## src/pkg/fsp_defines.svh

```systemverilog
// Register offsets, field positions, reset values and rate constants
// for the fast serial port. Assumes a 16-bit register port.
`ifndef FSP_DEFINES_SVH
`define FSP_DEFINES_SVH

`define CTRL_ADDR 16'hC070
`define BAUD_ADDR 16'hC072
`define GAP_ADDR 16'hC074
`define DATA_ADDR 16'hC076
`define RXPTR_ADDR 16'hC078
`define RXCNT_ADDR 16'hC07A
`define TXPTR_ADDR 16'hC07C
`define TXCNT_ADDR 16'hC07E

`define B_EN 15
`define B_RTSP 14
`define B_CTSP 13
`define B_XOFFEN 11
`define B_CTSEN 10
`define B_RXIE 9
`define B_DONEIE 8
`define B_TXDONE 7
`define B_RXDONE 6
`define B_ONESTOP 5
`define B_PKTMODE 3
`define B_OVF 2
`define CFG_MASK 16'hEF28

`define BAUD_RST 13'h0017
`define GAP_RST 8'h09
`define CNT_IDLE 10'h3FF
`define GAP_BIAS 8'h07
`define GAP_ONE_STOP 8'h08
`define TX_CORE_BITS 9'h009
`define FIFO_FULL 4'h8
`define XON_CHAR 8'h11
`define XOFF_CHAR 8'h13

`define REF_CLK_MHZ 48
`define SYS_CLK_MHZ 10

`endif

```

## src/pkg/fsp_pkg.sv

```systemverilog
// Types shared by the fast serial port modules.
// Assumes the defines header is compiled alongside.
package fsp_pkg;
  typedef enum logic [0:0] {TX_IDLE, TX_SEND} tx_state_t;
  typedef enum logic [1:0] {RX_IDLE, RX_START, RX_DATA, RX_STOP} rx_state_t;
endpackage

```

## src/rtl/fast_serial_port.sv

```systemverilog
// Fast serial port: registers, transmit path, receive path with an
// eight-byte buffer, flow control and block transfers to memory.
// Assumes memory read data arrives the cycle after mem_rd_o.
`timescale 1ns/1ps
`include "fsp_defines.svh"
module fast_serial_port
  import fsp_pkg::*;
(
  input logic clk_i,
  input logic rst_n_i,
  input logic ce_i,
  input logic [15:0] addr_i,
  input logic [15:0] wdata_i,
  input logic wr_i,
  input logic rd_i,
  output logic [15:0] rdata_o,
  output logic txd_o,
  input logic rxd_i,
  input logic cts_i,
  output logic rts_o,
  output logic mem_rd_o,
  output logic mem_wr_o,
  output logic [15:0] mem_addr_o,
  output logic [7:0] mem_wdata_o,
  input logic [7:0] mem_rdata_i,
  output logic rx_irq_o,
  output logic done_irq_o
);
  // ***************************************************************
  // Declarations
  // ***************************************************************
  logic [15:0] cfg_ff;
  logic xoff_ff, txdone_ff, rxdone_ff, ovf_ff;
  logic [12:0] baud_ff;
  logic [7:0] gap_ff;
  logic [15:0] rxptr_ff, txptr_ff;
  logic [9:0] rxcnt_ff, txcnt_ff;
  logic rxblk_ff, txblk_ff;
  logic [7:0] hold_ff;
  logic hold_v_ff, hold_last_ff, hold_blk_ff;
  logic mem_rd_ff, fetch_ff, mem_wr_ff;
  logic [15:0] mem_addr_ff;
  logic [7:0] mem_wdata_ff;
  tx_state_t tx_st_ff;
  logic [8:0] sh_ff, bits_ff, nxt_bits;
  logic cur_last_ff;
  rx_state_t rx_st_ff;
  logic [7:0] rsh_ff, byte_ff;
  logic [2:0] rbit_ff;
  logic byte_v_ff;
  logic [7:0] fifo_mem [8];
  logic [2:0] wp_ff, rp_ff;
  logic [3:0] fcnt_ff;
  logic [15:0] rdata_ff;
  logic rts_ff;
  logic en, rtsp, ctsp, xoffen, ctsen, rxie, doneie, onestop, pktmode;
  logic wr_ctl, wr_baud, wr_gap, wr_dat, wr_rxp, wr_rxc, wr_txp, wr_txc;
  logic rd_dat, tx_tick, rx_tick, flow_ok, tx_start, tx_end, tx_ready;
  logic is_flow, rx_store, push, pop, fifo_full, ovf_set, fetch_go;
  logic [15:0] status;

  assign en = cfg_ff[`B_EN];
  assign rtsp = cfg_ff[`B_RTSP];
  assign ctsp = cfg_ff[`B_CTSP];
  assign xoffen = cfg_ff[`B_XOFFEN];
  assign ctsen = cfg_ff[`B_CTSEN];
  assign rxie = cfg_ff[`B_RXIE];
  assign doneie = cfg_ff[`B_DONEIE];
  assign onestop = cfg_ff[`B_ONESTOP];
  assign pktmode = cfg_ff[`B_PKTMODE];

  // ***************************************************************
  // Register decode
  // ***************************************************************
  assign wr_ctl = ce_i & wr_i & (addr_i == `CTRL_ADDR);
  assign wr_baud = ce_i & wr_i & (addr_i == `BAUD_ADDR);
  assign wr_gap = ce_i & wr_i & (addr_i == `GAP_ADDR);
  assign wr_dat = ce_i & wr_i & (addr_i == `DATA_ADDR);
  assign wr_rxp = ce_i & wr_i & (addr_i == `RXPTR_ADDR);
  assign wr_rxc = ce_i & wr_i & (addr_i == `RXCNT_ADDR);
  assign wr_txp = ce_i & wr_i & (addr_i == `TXPTR_ADDR);
  assign wr_txc = ce_i & wr_i & (addr_i == `TXCNT_ADDR);
  assign rd_dat = ce_i & rd_i & (addr_i == `DATA_ADDR);

  // ***************************************************************
  // Flow and buffer terms
  // ***************************************************************
  assign flow_ok = (~ctsen | (cts_i ^ ctsp)) & ~(xoffen & xoff_ff);
  assign tx_start = en & (tx_st_ff == TX_IDLE) & hold_v_ff & flow_ok;
  assign tx_end = (tx_st_ff == TX_SEND) & tx_tick & (bits_ff == 9'h001);
  // A pending block fetch also keeps software out of the holding byte.
  // A disabled port drops data writes, so it must not claim to be ready.
  assign tx_ready = en & ~hold_v_ff & ~txblk_ff & ~mem_rd_ff & ~fetch_ff;
  assign is_flow = xoffen & ((byte_ff == `XON_CHAR) | (byte_ff == `XOFF_CHAR));
  assign fifo_full = (fcnt_ff == `FIFO_FULL);
  assign rx_store = byte_v_ff & ~is_flow & rxblk_ff;
  assign push = byte_v_ff & ~is_flow & ~rxblk_ff & ~fifo_full;
  assign ovf_set = byte_v_ff & ~is_flow & ~rxblk_ff & fifo_full;
  assign pop = rd_dat & ~rxblk_ff & (fcnt_ff != 4'h0);
  assign fetch_go = en & txblk_ff & ~hold_v_ff & ~mem_rd_ff & ~fetch_ff & ~rx_store;
  assign status = {3'h0, xoff_ff, 4'h0, txdone_ff, rxdone_ff, 1'b0, tx_ready,
                   1'b0, ovf_ff, fifo_full, (fcnt_ff != 4'h0)};

  // ***************************************************************
  // Control and status register
  // ***************************************************************
  always_ff @(posedge clk_i or negedge rst_n_i)
  begin
    if (!rst_n_i)
      cfg_ff <= 16'h0000;
    else if (wr_ctl)
      cfg_ff <= wdata_i & `CFG_MASK;
  end

  always_ff @(posedge clk_i or negedge rst_n_i)
  begin
    if (!rst_n_i)
      xoff_ff <= 1'b0;
    else if (ce_i && byte_v_ff && xoffen)
    begin
      if (byte_ff == `XOFF_CHAR)
        xoff_ff <= 1'b1;
      else if (byte_ff == `XON_CHAR)
        xoff_ff <= 1'b0;
    end
  end

  // Hardware set wins over a software clear in the same cycle.
  always_ff @(posedge clk_i or negedge rst_n_i)
  begin
    if (!rst_n_i)
      txdone_ff <= 1'b0;
    else if (ce_i)
      txdone_ff <= (tx_end & cur_last_ff) | (txdone_ff & ~(wr_ctl & wdata_i[`B_TXDONE]));
  end

  always_ff @(posedge clk_i or negedge rst_n_i)
  begin
    if (!rst_n_i)
      rxdone_ff <= 1'b0;
    else if (ce_i)
      rxdone_ff <= (rx_store & (rxcnt_ff == 10'h000))
                   | (rxdone_ff & ~(wr_ctl & wdata_i[`B_RXDONE]));
  end

  always_ff @(posedge clk_i or negedge rst_n_i)
  begin
    if (!rst_n_i)
      ovf_ff <= 1'b0;
    else if (ce_i)
      ovf_ff <= ovf_set | (ovf_ff & ~(wr_ctl & wdata_i[`B_OVF]));
  end

  // ***************************************************************
  // Rate and gap registers
  // ***************************************************************
  always_ff @(posedge clk_i or negedge rst_n_i)
  begin
    if (!rst_n_i)
    begin
      baud_ff <= `BAUD_RST;
      gap_ff <= `GAP_RST;
    end
    else
    begin
      if (wr_baud)
        baud_ff <= wdata_i[12:0];
      if (wr_gap)
        gap_ff <= wdata_i[7:0];
    end
  end

  // ***************************************************************
  // Block receive
  // ***************************************************************
  always_ff @(posedge clk_i or negedge rst_n_i)
  begin
    if (!rst_n_i)
    begin
      rxptr_ff <= 16'h0000;
      rxcnt_ff <= `CNT_IDLE;
      rxblk_ff <= 1'b0;
    end
    else if (ce_i)
    begin
      if (wr_rxp)
        rxptr_ff <= wdata_i;
      else if (rx_store)
        rxptr_ff <= rxptr_ff + 16'h0001;
      if (wr_rxc)
      begin
        rxcnt_ff <= wdata_i[9:0];
        rxblk_ff <= 1'b1;
      end
      else if (rx_store)
      begin
        // Counting down from zero lands on the idle value by itself.
        rxcnt_ff <= rxcnt_ff - 10'h001;
        if (rxcnt_ff == 10'h000)
          rxblk_ff <= 1'b0;
      end
    end
  end

  // ***************************************************************
  // Block transmit
  // ***************************************************************
  always_ff @(posedge clk_i or negedge rst_n_i)
  begin
    if (!rst_n_i)
    begin
      txptr_ff <= 16'h0000;
      txcnt_ff <= `CNT_IDLE;
      txblk_ff <= 1'b0;
    end
    else if (ce_i)
    begin
      if (wr_txp)
        txptr_ff <= wdata_i;
      else if (fetch_ff)
        txptr_ff <= txptr_ff + 16'h0001;
      if (wr_txc)
      begin
        txcnt_ff <= wdata_i[9:0];
        txblk_ff <= 1'b1;
      end
      else if (fetch_ff)
      begin
        txcnt_ff <= txcnt_ff - 10'h001;
        if (txcnt_ff == 10'h000)
          txblk_ff <= 1'b0;
      end
    end
  end

  // ***************************************************************
  // Memory port
  // ***************************************************************
  always_ff @(posedge clk_i or negedge rst_n_i)
  begin
    if (!rst_n_i)
    begin
      mem_rd_ff <= 1'b0;
      fetch_ff <= 1'b0;
      mem_wr_ff <= 1'b0;
      mem_addr_ff <= 16'h0000;
      mem_wdata_ff <= 8'h00;
    end
    else if (ce_i)
    begin
      mem_rd_ff <= fetch_go;
      fetch_ff <= mem_rd_ff;
      mem_wr_ff <= rx_store;
      if (fetch_go)
        mem_addr_ff <= txptr_ff;
      else if (rx_store)
      begin
        mem_addr_ff <= rxptr_ff;
        mem_wdata_ff <= byte_ff;
      end
    end
  end

  // ***************************************************************
  // Transmit holding byte
  // ***************************************************************
  // A data write while not ready is dropped so the byte in flight
  // is never overwritten.
  always_ff @(posedge clk_i or negedge rst_n_i)
  begin
    if (!rst_n_i)
    begin
      hold_ff <= 8'h00;
      hold_v_ff <= 1'b0;
      hold_last_ff <= 1'b0;
      hold_blk_ff <= 1'b0;
    end
    else if (ce_i)
    begin
      if (!en)
        hold_v_ff <= 1'b0;
      else if (fetch_ff)
      begin
        hold_ff <= mem_rdata_i;
        hold_v_ff <= 1'b1;
        hold_last_ff <= (txcnt_ff == 10'h000);
        hold_blk_ff <= 1'b1;
      end
      else if (wr_dat && tx_ready)
      begin
        hold_ff <= wdata_i[7:0];
        hold_v_ff <= 1'b1;
        hold_last_ff <= 1'b0;
        hold_blk_ff <= 1'b0;
      end
      else if (tx_start)
        hold_v_ff <= 1'b0;
    end
  end

  // ***************************************************************
  // Transmit shifter
  // ***************************************************************
  always_comb
  begin
    if (hold_blk_ff)
      nxt_bits = (gap_ff > `GAP_ONE_STOP) ? (9'(gap_ff - `GAP_BIAS) + `TX_CORE_BITS)
                                         : (`TX_CORE_BITS + 9'h001);
    else
      nxt_bits = `TX_CORE_BITS + (onestop ? 9'h001 : 9'h002);
  end

  bit_tick_gen tx_gen (
    .clk_i(clk_i),
    .rst_n_i(rst_n_i),
    .ce_i(ce_i),
    .run_i(tx_st_ff == TX_SEND),
    .half_i(1'b0),
    .div_i(baud_ff),
    .tick_o(tx_tick)
  );

  always_ff @(posedge clk_i or negedge rst_n_i)
  begin
    if (!rst_n_i)
    begin
      tx_st_ff <= TX_IDLE;
      sh_ff <= 9'h1FF;
      bits_ff <= 9'h000;
      cur_last_ff <= 1'b0;
    end
    else if (ce_i)
    begin
      if (!en)
      begin
        tx_st_ff <= TX_IDLE;
        sh_ff <= 9'h1FF;
      end
      else
      begin
        case (tx_st_ff)
          TX_IDLE:
          begin
            if (tx_start)
            begin
              tx_st_ff <= TX_SEND;
              sh_ff <= {hold_ff, 1'b0};
              bits_ff <= nxt_bits;
              cur_last_ff <= hold_last_ff;
            end
          end
          TX_SEND:
          begin
            if (tx_tick)
            begin
              sh_ff <= {1'b1, sh_ff[8:1]};
              bits_ff <= bits_ff - 9'h001;
              if (bits_ff == 9'h001)
                tx_st_ff <= TX_IDLE;
            end
          end
          default:
            tx_st_ff <= TX_IDLE;
        endcase
      end
    end
  end

  assign txd_o = sh_ff[0];

  // ***************************************************************
  // Receiver
  // ***************************************************************
  bit_tick_gen rx_gen (
    .clk_i(clk_i),
    .rst_n_i(rst_n_i),
    .ce_i(ce_i),
    .run_i(rx_st_ff != RX_IDLE),
    .half_i(1'b1),
    .div_i(baud_ff),
    .tick_o(rx_tick)
  );

  // Any stop length is accepted: after one good stop sample the line
  // is simply watched for the next falling edge.
  always_ff @(posedge clk_i or negedge rst_n_i)
  begin
    if (!rst_n_i)
    begin
      rx_st_ff <= RX_IDLE;
      rsh_ff <= 8'h00;
      rbit_ff <= 3'h0;
      byte_v_ff <= 1'b0;
      byte_ff <= 8'h00;
    end
    else if (ce_i)
    begin
      byte_v_ff <= 1'b0;
      if (!en)
        rx_st_ff <= RX_IDLE;
      else
      begin
        case (rx_st_ff)
          RX_IDLE:
          begin
            if (!rxd_i)
            begin
              rx_st_ff <= RX_START;
              rbit_ff <= 3'h0;
            end
          end
          RX_START:
          begin
            if (rx_tick)
              rx_st_ff <= rxd_i ? RX_IDLE : RX_DATA;
          end
          RX_DATA:
          begin
            if (rx_tick)
            begin
              rsh_ff <= {rxd_i, rsh_ff[7:1]};
              rbit_ff <= rbit_ff + 3'h1;
              if (rbit_ff == 3'h7)
                rx_st_ff <= RX_STOP;
            end
          end
          RX_STOP:
          begin
            if (rx_tick)
            begin
              rx_st_ff <= RX_IDLE;
              byte_v_ff <= rxd_i;
              byte_ff <= rsh_ff;
            end
          end
          default:
            rx_st_ff <= RX_IDLE;
        endcase
      end
    end
  end

  // ***************************************************************
  // Receive buffer
  // ***************************************************************
  always_ff @(posedge clk_i)
  begin
    if (ce_i && push)
      fifo_mem[wp_ff] <= byte_ff;
  end

  always_ff @(posedge clk_i or negedge rst_n_i)
  begin
    if (!rst_n_i)
    begin
      wp_ff <= 3'h0;
      rp_ff <= 3'h0;
      fcnt_ff <= 4'h0;
    end
    else if (ce_i)
    begin
      if (push)
        wp_ff <= wp_ff + 3'h1;
      if (pop)
        rp_ff <= rp_ff + 3'h1;
      fcnt_ff <= fcnt_ff + {3'h0, push} - {3'h0, pop};
    end
  end

  // ***************************************************************
  // Read port
  // ***************************************************************
  always_ff @(posedge clk_i or negedge rst_n_i)
  begin
    if (!rst_n_i)
      rdata_ff <= 16'h0000;
    else if (ce_i)
    begin
      if (!rd_i)
        rdata_ff <= 16'h0000;
      else
      begin
        case (addr_i)
          `CTRL_ADDR: rdata_ff <= cfg_ff | status;
          `BAUD_ADDR: rdata_ff <= {3'h0, baud_ff};
          `GAP_ADDR: rdata_ff <= {8'h00, gap_ff};
          `DATA_ADDR: rdata_ff <= {8'h00, fifo_mem[rp_ff]};
          `RXPTR_ADDR: rdata_ff <= rxptr_ff;
          `RXCNT_ADDR: rdata_ff <= {6'h00, rxcnt_ff};
          `TXPTR_ADDR: rdata_ff <= txptr_ff;
          `TXCNT_ADDR: rdata_ff <= {6'h00, txcnt_ff};
          default: rdata_ff <= 16'h0000;
        endcase
      end
    end
  end

  // ***************************************************************
  // Handshake and interrupt outputs
  // ***************************************************************
  always_ff @(posedge clk_i or negedge rst_n_i)
  begin
    if (!rst_n_i)
      rts_ff <= 1'b0;
    else if (ce_i)
      rts_ff <= (en & (~ctsen | rxblk_ff | ~fifo_full)) ^ rtsp;
  end

  assign rts_o = rts_ff;
  assign rdata_o = rdata_ff;
  assign mem_rd_o = mem_rd_ff;
  assign mem_wr_o = mem_wr_ff;
  assign mem_addr_o = mem_addr_ff;
  assign mem_wdata_o = mem_wdata_ff;
  assign rx_irq_o = rxie & (pktmode ? fifo_full : (fcnt_ff != 4'h0));
  assign done_irq_o = doneie & (txdone_ff | rxdone_ff);

  // ***************************************************************
  // Assertions
  // ***************************************************************
  AST_DISABLED_IDLE: assert property (
    @(posedge clk_i) disable iff (!rst_n_i)
    (ce_i && !en) |=> (tx_st_ff == TX_IDLE && rx_st_ff == RX_IDLE && txd_o))
    else $error("Port active while disabled.");

  AST_RTS_LEVEL: assert property (
    @(posedge clk_i) disable iff (!rst_n_i)
    (ce_i && en && !ctsen) |=> (rts_o != $past(rtsp)))
    else $error("Request-to-send level wrong.");

  AST_CTS_HOLD: assert property (
    @(posedge clk_i) disable iff (!rst_n_i)
    (tx_st_ff == TX_IDLE && ctsen && (cts_i == ctsp)) |=> (tx_st_ff == TX_IDLE))
    else $error("Frame started without clear-to-send.");

  AST_XOFF_HOLD: assert property (
    @(posedge clk_i) disable iff (!rst_n_i)
    (tx_st_ff == TX_IDLE && xoffen && xoff_ff) |=> (tx_st_ff == TX_IDLE))
    else $error("Frame started while paused.");

  AST_TXRDY: assert property (
    @(posedge clk_i) disable iff (!rst_n_i)
    (hold_v_ff || txblk_ff) |-> !status[4])
    else $error("Transmit ready shown while busy.");

  AST_TXDONE_CLR: assert property (
    @(posedge clk_i) disable iff (!rst_n_i)
    (wr_ctl && wdata_i[`B_TXDONE] && !(tx_end && cur_last_ff)) |=> !txdone_ff)
    else $error("Transmit done not cleared.");

  AST_OVF_SET: assert property (
    @(posedge clk_i) disable iff (!rst_n_i)
    (ce_i && ovf_set) |=> (ovf_ff && (fcnt_ff == (`FIFO_FULL - {3'h0, $past(pop)}))))
    else $error("Overflow not flagged.");

  AST_PKT_READ: assert property (
    @(posedge clk_i) disable iff (!rst_n_i)
    (ce_i && rd_i && addr_i == `CTRL_ADDR) |=> (rdata_o[1] == $past(fcnt_ff == `FIFO_FULL)))
    else $error("Packet ready bit wrong.");

  AST_RXIRQ_GATE: assert property (
    @(posedge clk_i) disable iff (!rst_n_i)
    (!rxie || (fcnt_ff == 4'h0)) |-> !rx_irq_o)
    else $error("Receive interrupt without cause.");

  AST_BLK_END: assert property (
    @(posedge clk_i) disable iff (!rst_n_i)
    (ce_i && rx_store && rxcnt_ff == 10'h000 && !wr_rxc) |=> (rxcnt_ff == `CNT_IDLE && rxdone_ff && !rxblk_ff))
    else $error("Block receive end wrong.");
endmodule

```

## src/rtl/bit_tick_gen.sv

```systemverilog
// Fractional bit-rate tick generator.
// Assumes a 10 MHz clock and bit rates below it.
`timescale 1ns/1ps
`include "fsp_defines.svh"
module bit_tick_gen
  import fsp_pkg::*;
(
  input logic clk_i,
  input logic rst_n_i,
  input logic ce_i,
  input logic run_i,
  input logic half_i,
  input logic [12:0] div_i,
  output logic tick_o
);
  // The reference rate is not a multiple of the clock, so a phase
  // accumulator spreads the error over bits instead of rounding it.
  logic [16:0] acc_ff;
  logic [16:0] per;
  logic [16:0] sum;

  assign per = 17'(`SYS_CLK_MHZ) * (17'(div_i) + 17'h00001);
  assign sum = acc_ff + 17'(`REF_CLK_MHZ);
  assign tick_o = run_i & (sum >= per);

  always_ff @(posedge clk_i or negedge rst_n_i)
  begin
    if (!rst_n_i)
      acc_ff <= 17'h00000;
    else if (ce_i)
    begin
      if (!run_i)
        acc_ff <= half_i ? (per >> 1) : 17'h00000;
      else if (tick_o)
        acc_ff <= sum - per;
      else
        acc_ff <= sum;
    end
  end
endmodule

```

## config.mk

```make
export PLATFORM = sky130hd
export DESIGN_NAME = fast_serial_port
export DESIGN_NICKNAME = d
export VERILOG_FILES = /design/src/pkg/fsp_pkg.sv /design/src/rtl/fast_serial_port.sv /design/src/rtl/bit_tick_gen.sv
export VERILOG_INCLUDE_DIRS = /design/src /design/src/pkg
export SDC_FILE = /design/constraint.sdc
export NUM_CORES = 1
export LEC_CHECK = 0
export BUFFER_PORTS_ARGS = -buffer_cell sky130_fd_sc_hd__buf_4
export CAP_MARGIN = 25
export CORE_ASPECT_RATIO = 0.7
export CORE_MARGIN = 10
export CORE_UTILIZATION = 55
export DETAILED_ROUTE_END_ITERATION = 8
export HOLD_SLACK_MARGIN = 0.12
export PLACE_DENSITY = 0.73
export SLEW_MARGIN = 20
export SYNTH_ARGS = -nofsm -noshare
export SYNTH_HDL_FRONTEND = slang
export SYNTH_SLANG_ARGS = --single-unit
```

## constraint.sdc

```tcl
create_clock -name clk_i -period 12.75 [get_ports clk_i]
set_input_delay 1.275 -clock clk_i [delete_from_list [all_inputs] [get_ports clk_i]]
set_output_delay 1.275 -clock clk_i [all_outputs]
set_load 0.005 [all_outputs]
```

==> impl_metrics.yaml, run 1 <==
synth:
  syn_area_um2: 16800
  yosysWarningCount: 0
  synth_area_leaders: "dfrtp_1, edfxtp_1, dfstp_2, ha_1, xnor2_1"
  synth-seq-area-share_pct: 45.6
  synth_cell_types: 85
  synthAdderAreaFrac_pct: 5.88
  synthMuxAreaShare_pct: 8.78
  synth-xor-area-share_pct: 6.51
  synth_top_flop_cell: "dfrtp_1"
  synth_edf_count: 64
  synth_top_area_cell: "dfrtp_1"
  synth_compound_area_share_pct: 15.5
  synth_top_family_by_area: "compound AO/OA/AOI/OAI gates"
  syn_area_per_cell_um2: 10.2
  ys_ff_latch: 292
  netlist_instances: 1653
  synth_nets: 1775
  synthArstFlopShare_pct: 78.1
  synth-simple-area-share_pct: 14.8
  yosysTopAreaCellShare_pct: 28.7
route:
  drt_iter0_drc: 1527
  route.detailed.drc: 0
  via_per_inst: 6.26
  firstDrtPassIters: 7
  wire_per_inst_um: 22.1
  drt-total-wl_um: 47600
  vias: 13506
  antenna_left: 0
clocking:
  cts_tree: "yes"
  cts_buffer_depth: 3
  cts_hold_buf: 0
  numClockSinks: 292
  insertion_delay_ns: 0.58
  postCtsSetupRepairBufs: 0
  htree_levels: 1
  cts_resized: 0
  clk_pin_slew_worst_paths_ns: 0.07
  root_buffer: "clkbuf_16"
  cts_buffers: 29
die:
  die_w_um: 229
  dieHeight_um: 166
  core_um2: 30100
  start_util_pct: 55.9
  rows: 53
  dieArea_um2: 38100
  ios: 93
cells_and_area:
  fillCellCount: 2444
  design_area_um2: 19000
  syn_to_final_growth_pct: 13.0
  n_antenna_cell: 0
  final_cells: 2157
  layout-drive-gt1-share_pct: 16.6
  nNetsFinal: 1844
  seqCellArea_um2: 7670
  multiInputGateArea_um2: 8670
placement:
  pre_cts_slack_ns: 6.36
  dp.cells: 2102
  dp_hpwl_um: 34600
  place_area_um2: 17900
  port_buffers: 92
  gp_congestion: 0.962
min_path:
  min_path_type: "register to register"
timing:
  fin_crit_sh_pct: 51.5
  rsz0062_at_grt: "no"
  worst_slew_pin_slew_ns: 1.02
  fmax_ghz: 0.152
  whs_ns: 0.476
  finClkSkew_ns: 0.0106
  min_period_ns: 6.56
  hold_viol_final: 0
  layout_setup_ws_ns: 6.19
  tns_ns: 0
  max_slew_margin_pct: 31.8
  maxSlewViolCount: 0
  setup_violations: 0
power:
  power_density_nw_per_um2: 110
  leakagePower_nw: 8.35
  ir_drop_mv: 0.0931
critical_path:
  crit_fanout: 13
  worstPathArrival_ns: 7.02
  required_ns: 13.21
  critPathLaunchType: "register"
  end_kind: "register"
  criticalPathCategory: "register to register"
run:
  cap_violations: 0
grt:
  grt_pass1_wl_um: 74800
  first_global_vias: 12823
  overflow: 0
  antenna_found_initial: 2
  grt_use_total_pct: 24.3
  grt_max_degree: 92
run_status:
  status: "complete, no violations"
==> placed cells by master, fill, tap and decap left out, drive strengths merged, types with 25 or more instances in the layout <==
master	Yosys	layout
ha	71	71
clkbuf	65	33
nand3	41	41
edfxtp	64	64
inv	50	52
o2bb2ai	25	25
xor2	47	47
o21ai	57	57
nand2	138	138
xnor2	78	78
a21oi	134	134
mux2i	49	49
mux2	53	53
buf	13	116
dfrtp	193	193
nor2	171	171
nor3	39	39
dfstp	35	35
==> power breakdown <==
| group | internal [mW] | switching, mW | leakage [nW] | total [mW] |
|---|---|---|---|---|
| sequential | 0.963 | 0.0110 | 3.71 | 0.974 |
| clock | 0.585 | 0.388 | 0.529 | 0.972 |
| combinational | 0.0562 | 0.0859 | 4.11 | 0.142 |
| total | 1.60 | 0.484 | 8.35 | 2.09 |
==> synthesized netlist by cell type, types with 21 or more instances <==
library cell	number
dfrtp_1	193
nor2_1	170
nand2_1	138
a21oi_1	133
xnor2_1	78
ha_1	71
clkbuf_1	65
edfxtp_1	64
o21ai_0	56
inv_1	49
mux2i_1	49
xor2_1	47
mux2_2	43
nand3_1	40
nor3_1	39
dfstp_2	35
o2bb2ai_1	25
and3_1	24
a21o_1	21
==> flip-flops by register name, summed over array words and instances, names as in the netlist, 4 cells and up <==
name and cells:
mem_wdata_o 8, txptr_ff 16, hold_ff 8, rxptr_ff 16, gap_ff 8, tx_gen.acc_ff 16, sh_ff 9, mem_addr_o 16
baud_ff 13, fcnt_ff 4, fifo_mem 64, byte_ff 8, cfg_ff 9, txcnt_ff 10, rdata_o 16, bits_ff 9
rxcnt_ff 10, rx_gen.acc_ff 17, rsh_ff 8
==> path summary, 6_finish.rpt <==
kind | cells after the start | slack (ns) | from | to
max reg2reg | 21 | 6.19 | baud_ff[0] | rsh_ff[2]
min in group asynchronous | 1 | 0.73 | rst_n_i | tx_gen.acc_ff[7]
max | 21 | 6.19 | baud_ff[0] | rsh_ff[2]
max in group asynchronous | 3 | 9.74 | rst_n_i | mem_addr_o[14]
min reg2reg | 2 | 0.48 | sh_ff[1] | sh_ff[0]
min | 2 | 0.48 | sh_ff[1] | sh_ff[0]
==> worst max-delay path, cell delays in order (launching register included) <==
cell      delay (ns)
dfstp_2         0.60
nand3_1         0.11
xor2_1          0.26
inv_1           0.08
ha_1            0.30
ha_1            0.25
fa_1            0.42
a21oi_1         0.20
o22ai_1         0.15
o22ai_1         0.28
xor2_1          0.38
ha_1            0.24
and4_1          0.26
nand4b_1        0.12
nor3_1          0.24
a211oi_1        0.11
o311ai_2        0.29
a22oi_2         0.16
o31ai_2         0.59
nor2_2          0.24
or4_1           0.79
mux2_4          0.39
==> layout make-up <==
cell class                 count  area share, %
multi-input combinational   1231           45.6
sequential                   292           40.4
timing repair buffer         116           4.63
clock buffer                  33           3.90
tap                          412           2.71
clock inverter                21           1.77
inverter                      52           1.03
==> cell families after synthesis <==
family          after synthesis
simple gates                523
compound gates              388
flops                       292
buf+inv                     130
xor+xnor                    125
mux                         118
fa+ha+maj                    77
==> metrics by stage <==
stage               util, %  total power [mW]
global route           63.1              2.15
detailed placement     59.5              1.13
floorplan                 -              1.07
global placement       59.5              1.13
finish                 63.1              2.09
CTS                    63.1              2.10
==> routing by layer <==
metal,global-route usage [%],vias to the layer above,share of wire [%]
met5,0,-,0.055
met4,4.45,4,1.6
met3,7.20,66,9.9
met2,34.9,571,43
met1,35.6,6707,46
li1,-,6158,-
(Power assumes the default switching activity.)
==> run 2, diff against run 1 <==
==> constraint.sdc (replaced) <==
create_clock -name clk_i -period 6.7 [get_ports clk_i]
set_input_delay 0.67 -clock clk_i [delete_from_list [all_inputs] [get_ports clk_i]]
set_output_delay 0.67 -clock clk_i [all_outputs]
set_load 0.005 [all_outputs]
==> impl_metrics.yaml, run 2 (synthesis gave the netlist of run 1 again) <==
placement:
  gp_congestion: 0.959
  dp_hpwl_um: 34800
  port_buffers: 92
  pre_cts_slack_ns: 0.471
timing:
  maxSlewViolCount: 0
  min_period_ns: 6.28
  whs_ns: 0.343
  hold_viol_final: 0
  worst_slew_pin_slew_ns: 1.01
  max_slew_margin_pct: 32.4
  layout_setup_ws_ns: 0.420
  tns_ns: 0
  fmax_ghz: 0.159
  rsz0062_at_grt: "no"
  fin_crit_sh_pct: 93.7
  finClkSkew_ns: 0.0126
  setup_violations: 0
die:
  rows: 53
  die_w_um: 229
  dieArea_um2: 38100
  core_um2: 30100
  dieHeight_um: 166
  ios: 93
  start_util_pct: 55.9
critical_path:
  end_kind: "register"
  criticalPathCategory: "register to register"
  cp_common_cell: "ha_1"
  crit_buf_inv: 1
  ff2ff_path_depth: 21
  required_ns: 7.16
  crit_fanout: 8
  critPathTopFamily: "compound AO/OA/AOI/OAI gates"
  max_stage_delay_ns: 0.75
  worstPathArrival_ns: 6.74
  slowest_stage: "or4_1"
  path_cells: "nand3_1, xor2_1, inv_1, ha_1, ha_1, fa_1, a21oi_1, o22ai_1, o22ai_1, xor2_1, ha_1, and4_1, nand4b_1, nor3_1, a211oi_1, o311ai_2, a22oi_2, o31ai_2, nor2_2, or4_1, mux2_4"
  worst-path-stages: 21
  critPathLaunchType: "register"
cells_and_area:
  reg.largest.list: "fifo_mem: 64 flops, rx_gen.acc_ff: 17 flops"
  layout-drive-gt1-share_pct: 16.6
  largest_reg_flops: 64
  fillCellCount: 2496
  post-route-util_pct: 62.7
  mostFrequentLayoutCells: "dfrtp_1, nor2_1, nand2_1"
  n_antenna_cell: 0
  nNetsFinal: 1846
  syn_to_final_growth_pct: 12.2
  largest-register: "fifo_mem"
  layout_commonest_cell: "dfrtp_1"
power:
  leakagePower_nw: 8.26
  ir_drop_mv: 0.212
  power_density_nw_per_um2: 197
  finalPower_mw: 3.72
route:
  antenna_left: 0
  route.detailed.drc: 0
  vias: 13409
  wire_per_inst_um: 22.1
  firstDrtPassIters: 6
  via_per_inst: 6.21
  drt-total-wl_um: 47700
  drt_iter0_drc: 1772
clocking:
  cts_resized: 0
  cts_buffers: 29
  cts_tree: "yes"
  htree_levels: 1
  root_buffer: "clkbuf_16"
  cts_buffer_depth: 3
  postCtsSetupRepairBufs: 0
  insertion_delay_ns: 0.59
  clk_pin_slew_worst_paths_ns: 0.07
  numClockSinks: 292
grt:
  grt_max_degree: 165
  first_global_vias: 13030
  grt_use_total_pct: 24.5
  grt_pass1_wl_um: 74800
  antenna_found_initial: 2
  overflow: 0
min_path:
  min_path_cells: 2
  min_path_type: "primary input to register"
run_status:
  status: "complete, no violations"
run:
  cap_violations: 0
[run 2: per-layer routing]
metal  up-vias  wire (um)  part of all wire (%)  track usage [%]
met5         -          0                     0                0
met4         0        968                   2.0             5.23
li1       6158          -                     -                -
met3        67       4610                   9.7             5.94
met2       521      20500                    43             36.1
met1      6663      21600                    45             35.7
[run 2: layout make-up]
cell class	count	area (um2)	share of cell area, %
Timing Repair Buffer	118	906	4.80
Clock buffer	38	800	4.24
Clock inverter	16	111	0.590
Multi-Input combinational cell	1231	8670	46.0
Tap cell	412	515	2.73
Inverter	52	195	1.03
Sequential cell	292	7670	40.6
[run 2: worst reg2reg max path, cell delays in order (launching register included)]
cell,delay (ns)
dfstp_2,0.60
nand3_1,0.10
xor2_1,0.25
inv_1,0.08
ha_1,0.31
ha_1,0.25
fa_1,0.42
a21oi_1,0.22
o22ai_1,0.15
o22ai_1,0.27
xor2_1,0.18
ha_1,0.37
and4_1,0.28
nand4b_1,0.12
nor3_1,0.23
a211oi_1,0.10
o311ai_2,0.29
a22oi_2,0.16
o31ai_2,0.57
nor2_2,0.07
or4_1,0.75
mux2_4,0.39
[run 2: through the flow]
step / cell area (um2) / std cells
floorplan: 16800 / 1653
global placement: 17900 / 2102
detailed placement: 17900 / 2104
CTS: 18900 / 2159
global route: 18900 / 2159
finish: 18900 / 2159
[run 2: path summary, 6_finish.rpt]
| path | from | end | slack [ns] |
|---|---|---|---|
| setup / recovery | baud_ff[2] | rsh_ff[4] | 0.42 |
| hold / removal | rxd_i | rsh_ff[7] | 0.34 |
| setup reg to reg | baud_ff[2] | rsh_ff[4] | 0.42 |
| hold reg to reg | mem_wdata_o[7] | mem_wdata_o[7] | 0.49 |
| max in group asynchronous | rst_n_i | rdata_o[8] | 4.81 |
| min in group asynchronous | rst_n_i | tx_gen.acc_ff[4] | 0.61 |
[run 2: what timing repair did]
action                                  CTS  global route
hold buffers                              1             0
hold endpoints to repair                 64             0
endpoints found under the setup margin    0             0
[run 2: where the power goes]
part	switching, mW	internal (mW)	total (mW)
logic	0.170	0.110	0.280
registers	0.0167	1.83	1.85
clock network	0.739	0.850	1.59
